<file path="src/shared/strobe_bus_pkg.sv">
package strobe_bus_pkg;

	////////////////////////////////////////////////////////////////////////
	// Widths of the shared lines and of the phase-count fields
	localparam int unsigned AD_W       = 16;  // Shared address/data lines
	localparam int unsigned SHORT_W    = 2;   // Field for 1..4 cycle phases
	localparam int unsigned LONG_W     = 4;   // Field for 1..16 cycle phases
	localparam int unsigned SYNC_DEPTH = 2;   // Flops on each pin before use

	////////////////////////////////////////////////////////////////////////
	// Phase lengths in bus clock cycles: field value plus one
	localparam logic [LONG_W-1:0] FIELD_BIAS      = 4'h1;  // Field 0 means one cycle
	localparam logic [LONG_W-1:0] ADDR_HOLD_CYC   = 4'h1;  // Fixed hold after latch pulse
	localparam logic [LONG_W-1:0] ADDR_HOLD_LOAD  = ADDR_HOLD_CYC - FIELD_BIAS;

	////////////////////////////////////////////////////////////////////////
	// Reset values of the pins
	localparam logic          RST_LATCH  = 1'b0;         // Latch pulse low
	localparam logic          RST_SEL_N  = 1'b1;         // Chip select off
	localparam logic          RST_RNW    = 1'b1;         // Direction reads
	localparam logic          RST_DS_N   = 1'b1;         // Strobe off
	localparam logic          RST_OE_N   = 1'b1;         // Lines released
	localparam logic [AD_W-1:0] RST_AD   = 16'h0000;     // Idle line value
	localparam logic          RST_BCLK   = 1'b1;         // Bus clock flops start high, so no false edge

	////////////////////////////////////////////////////////////////////////
	// Access phases, in the order every access walks them
	typedef enum logic [2:0] {
		PH_IDLE,     // No access, waiting for a request
		PH_ARM,      // Address driven, waiting for a bus clock edge
		PH_ADDR,     // Latch pulse high
		PH_AHOLD,    // Latch pulse low, address still on the lines
		PH_SETUP,    // Chip select on, write data ahead of the strobe
		PH_STROBE,   // Data strobe low
		PH_HOLD,     // Strobe high, select and data held
		PH_RECOV     // Gap before the next access
	} phase_t;

	// Programmed phase counts, each field is length minus one
	typedef struct packed {
		logic [SHORT_W-1:0] address_phase_count;     // Latch pulse, 1..4
		logic [SHORT_W-1:0] data_setup_phase_count;  // Data before strobe, 1..4
		logic [LONG_W-1:0]  strobe_phase_count;      // Strobe low, 1..16
		logic [SHORT_W-1:0] hold_phase_count;        // Hold after strobe, 1..4
		logic [LONG_W-1:0]  recovery_phase_count;    // Gap after access, 1..16
	} phase_cfg_t;

	// One access as asked by the user side
	typedef struct packed {
		logic            write;  // High for a write
		logic [AD_W-1:0] addr;   // Address put out during the latch pulse
		logic [AD_W-1:0] wdata;  // Data put out on a write
	} access_t;

	// Pins facing the peripheral
	typedef struct packed {
		logic            address_latch_pulse;  // High while address latches
		logic            sel_n;                // Chip select, active low
		logic            rnw;                  // High for read, low for write
		logic            data_strobe_n;        // Data strobe, active low
		logic [AD_W-1:0] ad_out;               // Value driven on the lines
		logic            ad_oe_n;              // Low while the lines are driven
	} bus_pins_t;

endpackage

</file>
<file path="src/design/strobe_bus_seq.sv">
`timescale 1ns/100ps
module strobe_bus_seq
	import strobe_bus_pkg::*;
(
	input  wire logic                      clk,        // 40 MHz system clock
	input  wire logic                      rst_n,      // Asynchronous reset
	input  wire logic                      bus_clk,    // Expansion bus clock pin
	input  wire strobe_bus_pkg::phase_cfg_t phase_cfg, // Programmed phase counts
	input  wire logic                      req_valid,  // User asks for an access
	output logic                           req_ready,  // Access taken this cycle
	input  wire strobe_bus_pkg::access_t   req,        // Access details
	output logic                           busy,       // Access in progress
	output logic [strobe_bus_pkg::AD_W-1:0] rd_data,   // Captured read data
	output logic                           rd_valid,   // One-cycle read pulse
	input  wire logic [strobe_bus_pkg::AD_W-1:0] ad_in, // Shared lines in
	output strobe_bus_pkg::bus_pins_t      pins        // Pins to the peripheral
);
	import strobe_bus_pkg::*;

	////////////////////////////////////////////////////////////////////////
	// Checks on the shared constants
	if (SYNC_DEPTH != 2) begin : g_bad_sync
		$error("Synchroniser depth must be two");
	end
	if (SHORT_W > LONG_W) begin : g_bad_width
		$error("Short phase field wider than counter");
	end

	////////////////////////////////////////////////////////////////////////
	// Whole sequencer state
	typedef struct packed {
		logic            clk_s1;    // Bus clock, first sync flop
		logic            clk_s2;    // Bus clock, second sync flop
		logic            clk_prev;  // Bus clock one cycle older
		logic [AD_W-1:0] ad_s1;     // Lines, first sync flop
		logic [AD_W-1:0] ad_s2;     // Lines, second sync flop
		phase_t          ph;        // Current phase
		logic [LONG_W-1:0] cnt;     // Bus cycles left in the phase, minus one
		phase_cfg_t      cfg;       // Counts caught when the access was taken
		access_t         acc;       // Access caught when it was taken
		bus_pins_t       pins;      // Registered pin values
		logic [AD_W-1:0] rd_data;   // Last read data
		logic            rd_valid;  // Read data pulse
	} state_t;

	state_t st_q;  // Registered state
	state_t st_d;  // Next state
	logic   bus_edge;  // Rising edge of the bus clock seen this cycle

	////////////////////////////////////////////////////////////////////////
	// Phase order, shared by the sequencer and its checks
	function automatic phase_t next_phase(input phase_t p);
		phase_t n;
		n = PH_IDLE;
		case (p)
			PH_IDLE:   n = PH_ARM;
			PH_ARM:    n = PH_ADDR;
			PH_ADDR:   n = PH_AHOLD;
			PH_AHOLD:  n = PH_SETUP;
			PH_SETUP:  n = PH_STROBE;
			PH_STROBE: n = PH_HOLD;
			PH_HOLD:   n = PH_RECOV;
			default:   n = PH_IDLE;
		endcase
		return n;
	endfunction

	// Widen a short field to the counter width
	function automatic logic [LONG_W-1:0] widen(input logic [SHORT_W-1:0] f);
		return {{(LONG_W-SHORT_W){1'b0}}, f};
	endfunction

	// Counter load for the phase being entered
	function automatic logic [LONG_W-1:0] phase_load(input phase_t p, input phase_cfg_t c);
		logic [LONG_W-1:0] v;
		v = '0;
		case (p)
			PH_ADDR:   v = widen(c.address_phase_count);
			PH_AHOLD:  v = ADDR_HOLD_LOAD;
			PH_SETUP:  v = widen(c.data_setup_phase_count);
			PH_STROBE: v = c.strobe_phase_count;
			PH_HOLD:   v = widen(c.hold_phase_count);
			PH_RECOV:  v = c.recovery_phase_count;
			default:   v = '0;
		endcase
		return v;
	endfunction

	////////////////////////////////////////////////////////////////////////
	// Handshake and outputs
	assign bus_edge  = st_q.clk_s2 & ~st_q.clk_prev;  // Reads the second flop and its one-cycle-older copy only
	assign req_ready = (st_q.ph == PH_IDLE);          // Taken in any idle cycle
	assign busy      = (st_q.ph != PH_IDLE);
	assign rd_data   = st_q.rd_data;
	assign rd_valid  = st_q.rd_valid;
	assign pins      = st_q.pins;

	////////////////////////////////////////////////////////////////////////
	// Sequencer: every phase but idle advances only on a bus clock edge, so the
	// pins move a few system cycles after the edge; the peripheral sees
	// whole bus cycles per phase.
	always_comb begin
		st_d          = st_q;
		st_d.clk_s1   = bus_clk;
		st_d.clk_s2   = st_q.clk_s1;
		st_d.clk_prev = st_q.clk_s2;
		st_d.ad_s1    = ad_in;
		st_d.ad_s2    = st_q.ad_s1;
		st_d.rd_valid = 1'b0;
		case (st_q.ph)
			PH_IDLE: begin
				// Take the request and put the address out at once, so it is
				// settled at least one system cycle before the latch pulse rises
				if (req_valid) begin
					st_d.acc          = req;
					st_d.cfg          = phase_cfg;
					st_d.ph           = PH_ARM;
					st_d.pins.ad_out  = req.addr;
					st_d.pins.ad_oe_n = 1'b0;
					st_d.pins.rnw     = ~req.write;
				end
			end
			PH_ARM: begin
				// Latch pulse starts on the next bus edge
				if (bus_edge) begin
					st_d.ph                       = PH_ADDR;
					st_d.cnt                      = phase_load(PH_ADDR, st_q.cfg);
					st_d.pins.address_latch_pulse = 1'b1;
				end
			end
			default: begin
				// Counted phases; the counter holds cycles left minus one
				if (bus_edge) begin
					if (st_q.cnt != '0) begin
						st_d.cnt = st_q.cnt - 4'h1;
					end else begin
						st_d.ph  = next_phase(st_q.ph);
						st_d.cnt = phase_load(st_d.ph, st_q.cfg);
						case (st_q.ph)
							PH_ADDR: begin
								// Pulse falls, address stays one fixed cycle
								st_d.pins.address_latch_pulse = 1'b0;
							end
							PH_AHOLD: begin
								// Select one cycle after the pulse fell; write
								// data leads the strobe by the setup count
								st_d.pins.sel_n = 1'b0;
								if (st_q.acc.write) begin
									st_d.pins.ad_out = st_q.acc.wdata;
								end else begin
									st_d.pins.ad_oe_n = 1'b1;
								end
							end
							PH_SETUP: begin
								// Strobe low for the strobe count
								st_d.pins.data_strobe_n = 1'b0;
							end
							PH_STROBE: begin
								// Strobe rises; read data sampled at that edge
								st_d.pins.data_strobe_n = 1'b1;
								if (!st_q.acc.write) begin
									st_d.rd_data  = st_q.ad_s2;
									st_d.rd_valid = 1'b1;
								end
							end
							PH_HOLD: begin
								// Select, direction and lines let go for recovery
								st_d.pins.sel_n   = 1'b1;
								st_d.pins.ad_oe_n = 1'b1;
								st_d.pins.rnw     = 1'b1;
							end
							default: begin
								// Recovery done, idle again
								st_d.cnt = '0;
							end
						endcase
					end
				end
			end
		endcase
	end

	////////////////////////////////////////////////////////////////////////
	// State register
	always_ff @(posedge clk or negedge rst_n) begin
		if (!rst_n) begin
			st_q                          <= '0;
			st_q.ph                       <= PH_IDLE;
			st_q.pins.address_latch_pulse <= RST_LATCH;
			st_q.pins.sel_n               <= RST_SEL_N;
			st_q.pins.rnw                 <= RST_RNW;
			st_q.pins.data_strobe_n       <= RST_DS_N;
			st_q.pins.ad_out              <= RST_AD;
			st_q.pins.ad_oe_n             <= RST_OE_N;
			{st_q.clk_s1, st_q.clk_s2, st_q.clk_prev} <= {3{RST_BCLK}};  // A high pin at release is no edge
		end else begin
			st_q <= st_d;
		end
	end

	////////////////////////////////////////////////////////////////////////
	// Checking helpers: bus edges seen in the current phase
	logic [LONG_W:0] span_q;  // Edges counted since the phase began
	always_ff @(posedge clk or negedge rst_n) begin
		if (!rst_n) begin
			span_q <= '0;
		end else if (st_d.ph != st_q.ph) begin
			span_q <= '0;
		end else if (bus_edge) begin
			span_q <= span_q + 5'h01;
		end
	end

	logic leaving;  // Phase ends on this cycle
	assign leaving = bus_edge && (st_q.ph != PH_IDLE) && (st_q.ph != PH_ARM) && (st_q.cnt == '0);
endmodule

</file>
<file path="config.mk">
export PLATFORM = sky130hd
export DESIGN_NAME = strobe_bus_seq
export DESIGN_NICKNAME = d
export VERILOG_FILES = /design/src/shared/strobe_bus_pkg.sv /design/src/design/strobe_bus_seq.sv
export SDC_FILE = /design/constraint.sdc
export NUM_CORES = 1
export LEC_CHECK = 0
export ABC_CLOCK_PERIOD_IN_PS = 6190
export BUFFER_PORTS_ARGS = -buffer_cell sky130_fd_sc_hd__buf_2
export CAP_MARGIN = 20
export CORE_ASPECT_RATIO = 0.6
export CORE_UTILIZATION = 58
export DETAILED_ROUTE_END_ITERATION = 7
export PLACE_DENSITY = 0.85
export SLEW_MARGIN = 10
export SYNTH_ARGS = -nofsm -noshare
export SYNTH_HDL_FRONTEND = slang
export SYNTH_SLANG_ARGS = --single-unit
</file>
<file path="constraint.sdc">
create_clock -name clk -period 6.19 [get_ports clk]
set_clock_uncertainty 0.05 [all_clocks]
set_input_delay 0.3095 -clock clk [delete_from_list [all_inputs] [get_ports clk]]
set_output_delay 0.3095 -clock clk [all_outputs]
set_load 0.01 [all_outputs]
</file>
# ---- Word level (Yosys, flattened, before mapping)
# Index checks and enable logic that the tools add are counted.
dict set report classes {
  n_eq_ne 17
  n_addsub 1
  bitwise 8
  reduce_logical 23
  n_mux 32
}
# cell n
set ops {}
lappend ops {{two-way mux 38 bit} 2}
lappend ops {{two-way mux 17 bit} 3}
lappend ops {{case mux 17 bit (2 select lines)} 1}
lappend ops {{two-way mux 16 bit} 2}
lappend ops {{== test 3 bit, second input constant} 7}
lappend ops {{case mux 4 bit (5 select lines)} 1}
lappend ops {{AND reduction 4 bit} 4}
lappend ops {{two-way mux 3 bit} 5}
lappend ops {{case mux 3 bit (5 select lines)} 1}
lappend ops {{two-way mux 7 bit} 2}
lappend ops {{nonzero test 2 bit} 7}
lappend ops {{AND reduction 6 bit} 2}
lappend ops {{case mux 1 bit (2 select lines)} 5}
lappend ops {{AND reduction 5 bit} 2}
lappend ops {{== test 3 x 2 -> 1 bit, second input constant} 3}
lappend ops {{two-way mux 4 bit} 2}
lappend ops {{case mux 4 bit (2 select lines)} 1}
lappend ops {{inverter 1 bit} 7}
lappend ops {{two-way mux 1 bit} 6}
lappend ops {{inequality test 2 bit, second input constant} 3}
lappend ops {{case mux 3 bit (2 select lines)} 1}
lappend ops {{nonzero test 3 bit} 2}
lappend ops {{OR reduction 5 bit} 1}
lappend ops {{AND reduction 2 bit} 2}
lappend ops {{other kinds (9)} 9}
dict set report totals {
  word_cells 103
  register_bits 111
}

# ---- Longest topological paths before layout
dict set report logic_depth {
  depth_word 11
  depth_mapped 8
  ltp_nobuf 6
}

# ---- Least setup slack after synthesis
# Ideal clock, no wire load.
dict set report synth_timing {
  path_kind {flip-flop to flip-flop}
  from {register st_q[85] in the netlist's numbering}
  to {register st_q, in the netlist rd_data[10]}
  setup_time_ps 125
  path_stages_with_launch 9
  t_arrival_ps 1780
  synth_period_minus_slack_ps 1954
  setup_slack_ps 4236
  cell_sequence {dfrtp_1 -> inv_1 -> ha_1 -> or3b_1 -> buf_2 -> nor2_4 -> nand2_4 -> buf_6 -> mux2_2}
}
dict set report synth_via {
  elab_chain_len 3
}
# element line
set synth_lines {}
lappend synth_lines {{from (decl)} strobe_bus_seq.sv:46} ;# state_t st_q;
lappend synth_lines {{from (signal assigned)} strobe_bus_seq.sv:197} ;# st_q <= st_d;
lappend synth_lines {{nonzero test 4 bit} strobe_bus_seq.sv:134} ;# if (st_q.cnt != '0) begin
lappend synth_lines {{inverter 1 bit (no source line)} n/a}
lappend synth_lines {{AND reduction 5 bit (no source line)} n/a}
# Every way passes these cells.
# A chain may end at the register's enable or synchronous reset.

# ---- Final worst setup path
dict set report layout_timing {
  from {register st_q[90] in the netlist's numbering}
  to {register pins[4] (netlist name)}
}
dict set report layout_via {
  elab_chain_len 3
  word_cells_on_any_way 11
}
# element line
set layout_lines {}
lappend layout_lines {{== test 3 x 2 -> 1 bit, or another cell as far along} strobe_bus_seq.sv:139} ;# case (st_q.ph)
lappend layout_lines {{nonzero test 2 bit (no source line), or another cell as far along} n/a}
lappend layout_lines {{AND reduction 6 bit (no source line)} n/a}
# Several ways; a longest one is shown, not always the timed one.

==> results.cfg <==
[detailed_routing]
vias = 2891
wl_mm = 8.80
via_per_inst = 5.50
route.detailed.drc = 0
first_pass_iters = 6
wl_per_cell_um = 16.7
drtIter0Drc = 210
antenna_left = 0

[sta]
relSlewSlack = 0.457
slew_viol_final = 0
fmax_ghz = 0.358
setup_tns_ns = 0
rsz0062_at_grt = no
worstMarginPinSlew_ns = 0.814
hold_viol_final = 0
fin_crit_ns = 2.79
setup_viol = 0
timing.final.crit_share = 0.451

[pwr]
max-vdd-ir-drop_v = 0.000218
leakagePower_uw = 0.00265
power_uw = 2220
power_density_nw_per_um2 = 423

[die]
io_pins = 107
placementRows = 24
fp.dieH_um = 71.5
dieArea_um2 = 8410
initial_core_util = 0.621
core-area_um2 = 7510
dieWidth_um = 118

[logic_synthesis]
ys.flop_type = dfrtp_1
synth-edff-count = 0
ys_warn_count = 0
yosys_register_bits = 111
synth_nets = 421
synth_cells = 352
synthesis.area_um2 = 4660
synthArstFlopShare = 1.00
seq_area_frac_synth = 0.598
ys_types = 47
syn_area_per_cell_um2 = 13.2

[cts]
cts_resized = 0
cts_inserted_buffers = 9
cts_tree = done
clock_sinks = 111
cts_root_buf = clkbuf_16
cts.clk_slew.worst_paths_ns = 0.07
clockBufferDepth = 2
clock_latency_ns = 0.34
h-tree-depth = 3

[global_route]
antenna_found_initial = 0
grt_pass1_vias = 2910
grt_pass1_wl_mm = 14.4
grt_max_degree = 69
overflow = 0
track_usage = 0.225

[placement]
numPortBuffers = 106
routabilityCongestion = 0.862
dp_hpwl_mm = 6.26

[finish]
drive_gt1_frac = 0.462
register_area_um2 = 2790
final_common_cell = buf_2
diodes = 0
multiInputGateArea_um2 = 1460
final_cell_mix = 105 x buf_2, 104 x dfrtp_1, 47 x mux2_2, 21 x o21ai_0, 20 x a21oi_1
fill_cells = 547
nets = 486
synthToLayoutAreaGrowth_pct = 12.6

[worst_setup_path]
crit_arrival_ns = 3.00
path_max_fanout = 53
rrSetupSlack_ns = 3.40
end_kind = flop
cp_data_required_time_ns = 6.39
path_class = flop to flop
cp-start-kind = flop

[flow_run]
maxCapViolations = 0

[min_path]
hp-class = primary input to flop

[run_status]
status = complete, no violations
-- worst paths after layout --
check                             to  cells past startpoint       from
setup / recovery             pins[4]                      5   st_q[90]
hold / removal             st_d[102]                      1  ad_in[10]
setup reg to reg             pins[4]                      5   st_q[90]
hold reg to reg             st_q[92]                      0   st_d[92]
max in group asynchronous   st_d[96]                      3      rst_n
min in group asynchronous   pins[11]                      2      rst_n
-- per-stage QoR --
step	instances	hold WS (ns)	setup WS (ns)	utilization	cell area, µm²
after floorplan	352	-0.0361	4.24	-	4660
after global placement	509	0.274	3.58	0.660	4960
after CTS	526	0.00601	3.41	0.699	5250
after global routing	526	0.00159	3.23	0.699	5250
after detailed placement	509	0.281	3.42	0.660	4960
final	526	0.0169	3.40	0.699	5250
-- registers in the layout, indices dropped and copies added (netlist names) --
| register | cells |
|---|---|
| rd_valid | 1 |
| rd_data | 16 |
| st_q | 55 |
| pins | 21 |
| st_d | 18 |
-- layout make-up --
cell class,instances,share of cell area
Clock inverter,6,0.0102
Tap cell,104,0.0248
Sequential cell,111,0.531
Clock buffer,10,0.0436
Timing Repair Buffer,109,0.106
Inverter,8,0.00667
Multi-Input combinational cell,178,0.278
-- per-layer routing --
| metal | track usage | up-vias | share of wire |
|---|---|---|---|
| li1 | - | 1340 | - |
| met3 | 0.0780 | 11 | 0.082 |
| met1 | 0.310 | 1429 | 0.46 |
| met5 | 0 | - | 0 |
| met2 | 0.334 | 111 | 0.45 |
| met4 | 0.0855 | 0 | 0.012 |
-- Yosys cell counts, types with 2 or more instances --
master	n	share of area
and3_1	4	0.0054
o21ai_0	21	0.023
o41ai_1	2	0.0038
nand2b_1	4	0.0054
xor2_1	2	0.0038
nor2_1	9	0.0072
buf_2	6	0.0064
inv_1	7	0.0056
dfrtp_1	104	0.56
a2bb2oi_2	10	0.032
clkbuf_1	6	0.0048
nor2b_1	2	0.0027
a21oi_1	20	0.021
nand2_1	7	0.0056
nor3_1	4	0.0043
mux2i_1	2	0.0043
o31ai_1	3	0.0048
buf_4	37	0.060
o22ai_1	3	0.0040
dfstp_2	7	0.039
a211oi_1	2	0.0032
nand2_4	2	0.0048
a2bb2oi_1	6	0.011
buf_6	4	0.0097
a31oi_1	5	0.0067
nor3b_1	4	0.0064
mux2_2	47	0.11
nand3b_1	2	0.0032
ha_1	2	0.0054
-- timing repair --
action / CTS / global route
hold endpoints to repair: 36 / 0
setup buffers: 0 / 0
hold buffers: 1 / 0
-- cell families (layout without fill, tap and decap cells) --
family	after synthesis	count (layout)	share of synthesized area
compound gates	81	81	0.129
xor+xnor	2	2	0.00376
buf+inv	63	133	0.0899
mux	49	49	0.118
simple gates	44	44	0.0571
flops	111	111	0.598
fa+ha+maj	2	2	0.00537
-- power by group --
group / switching [µW] / leakage, µW / total [µW] / internal, µW
Combinational: 268 / 0.00113 / 572 / 304
Clock: 257 / 0.000141 / 538 / 281
Sequential: 171 / 0.00138 / 1110 / 943
Total: 696 / 0.00265 / 2220 / 1530
-- worst max-delay path, stage by stage (launching register included) --
cell       delay (ns)
dfrtp_1          0.63
or3_1            0.54
clkinv_4         0.20
nand2_4          0.35
a21oi_4          0.66
a2bb2oi_1        0.24
(Power assumes the default switching activity.)
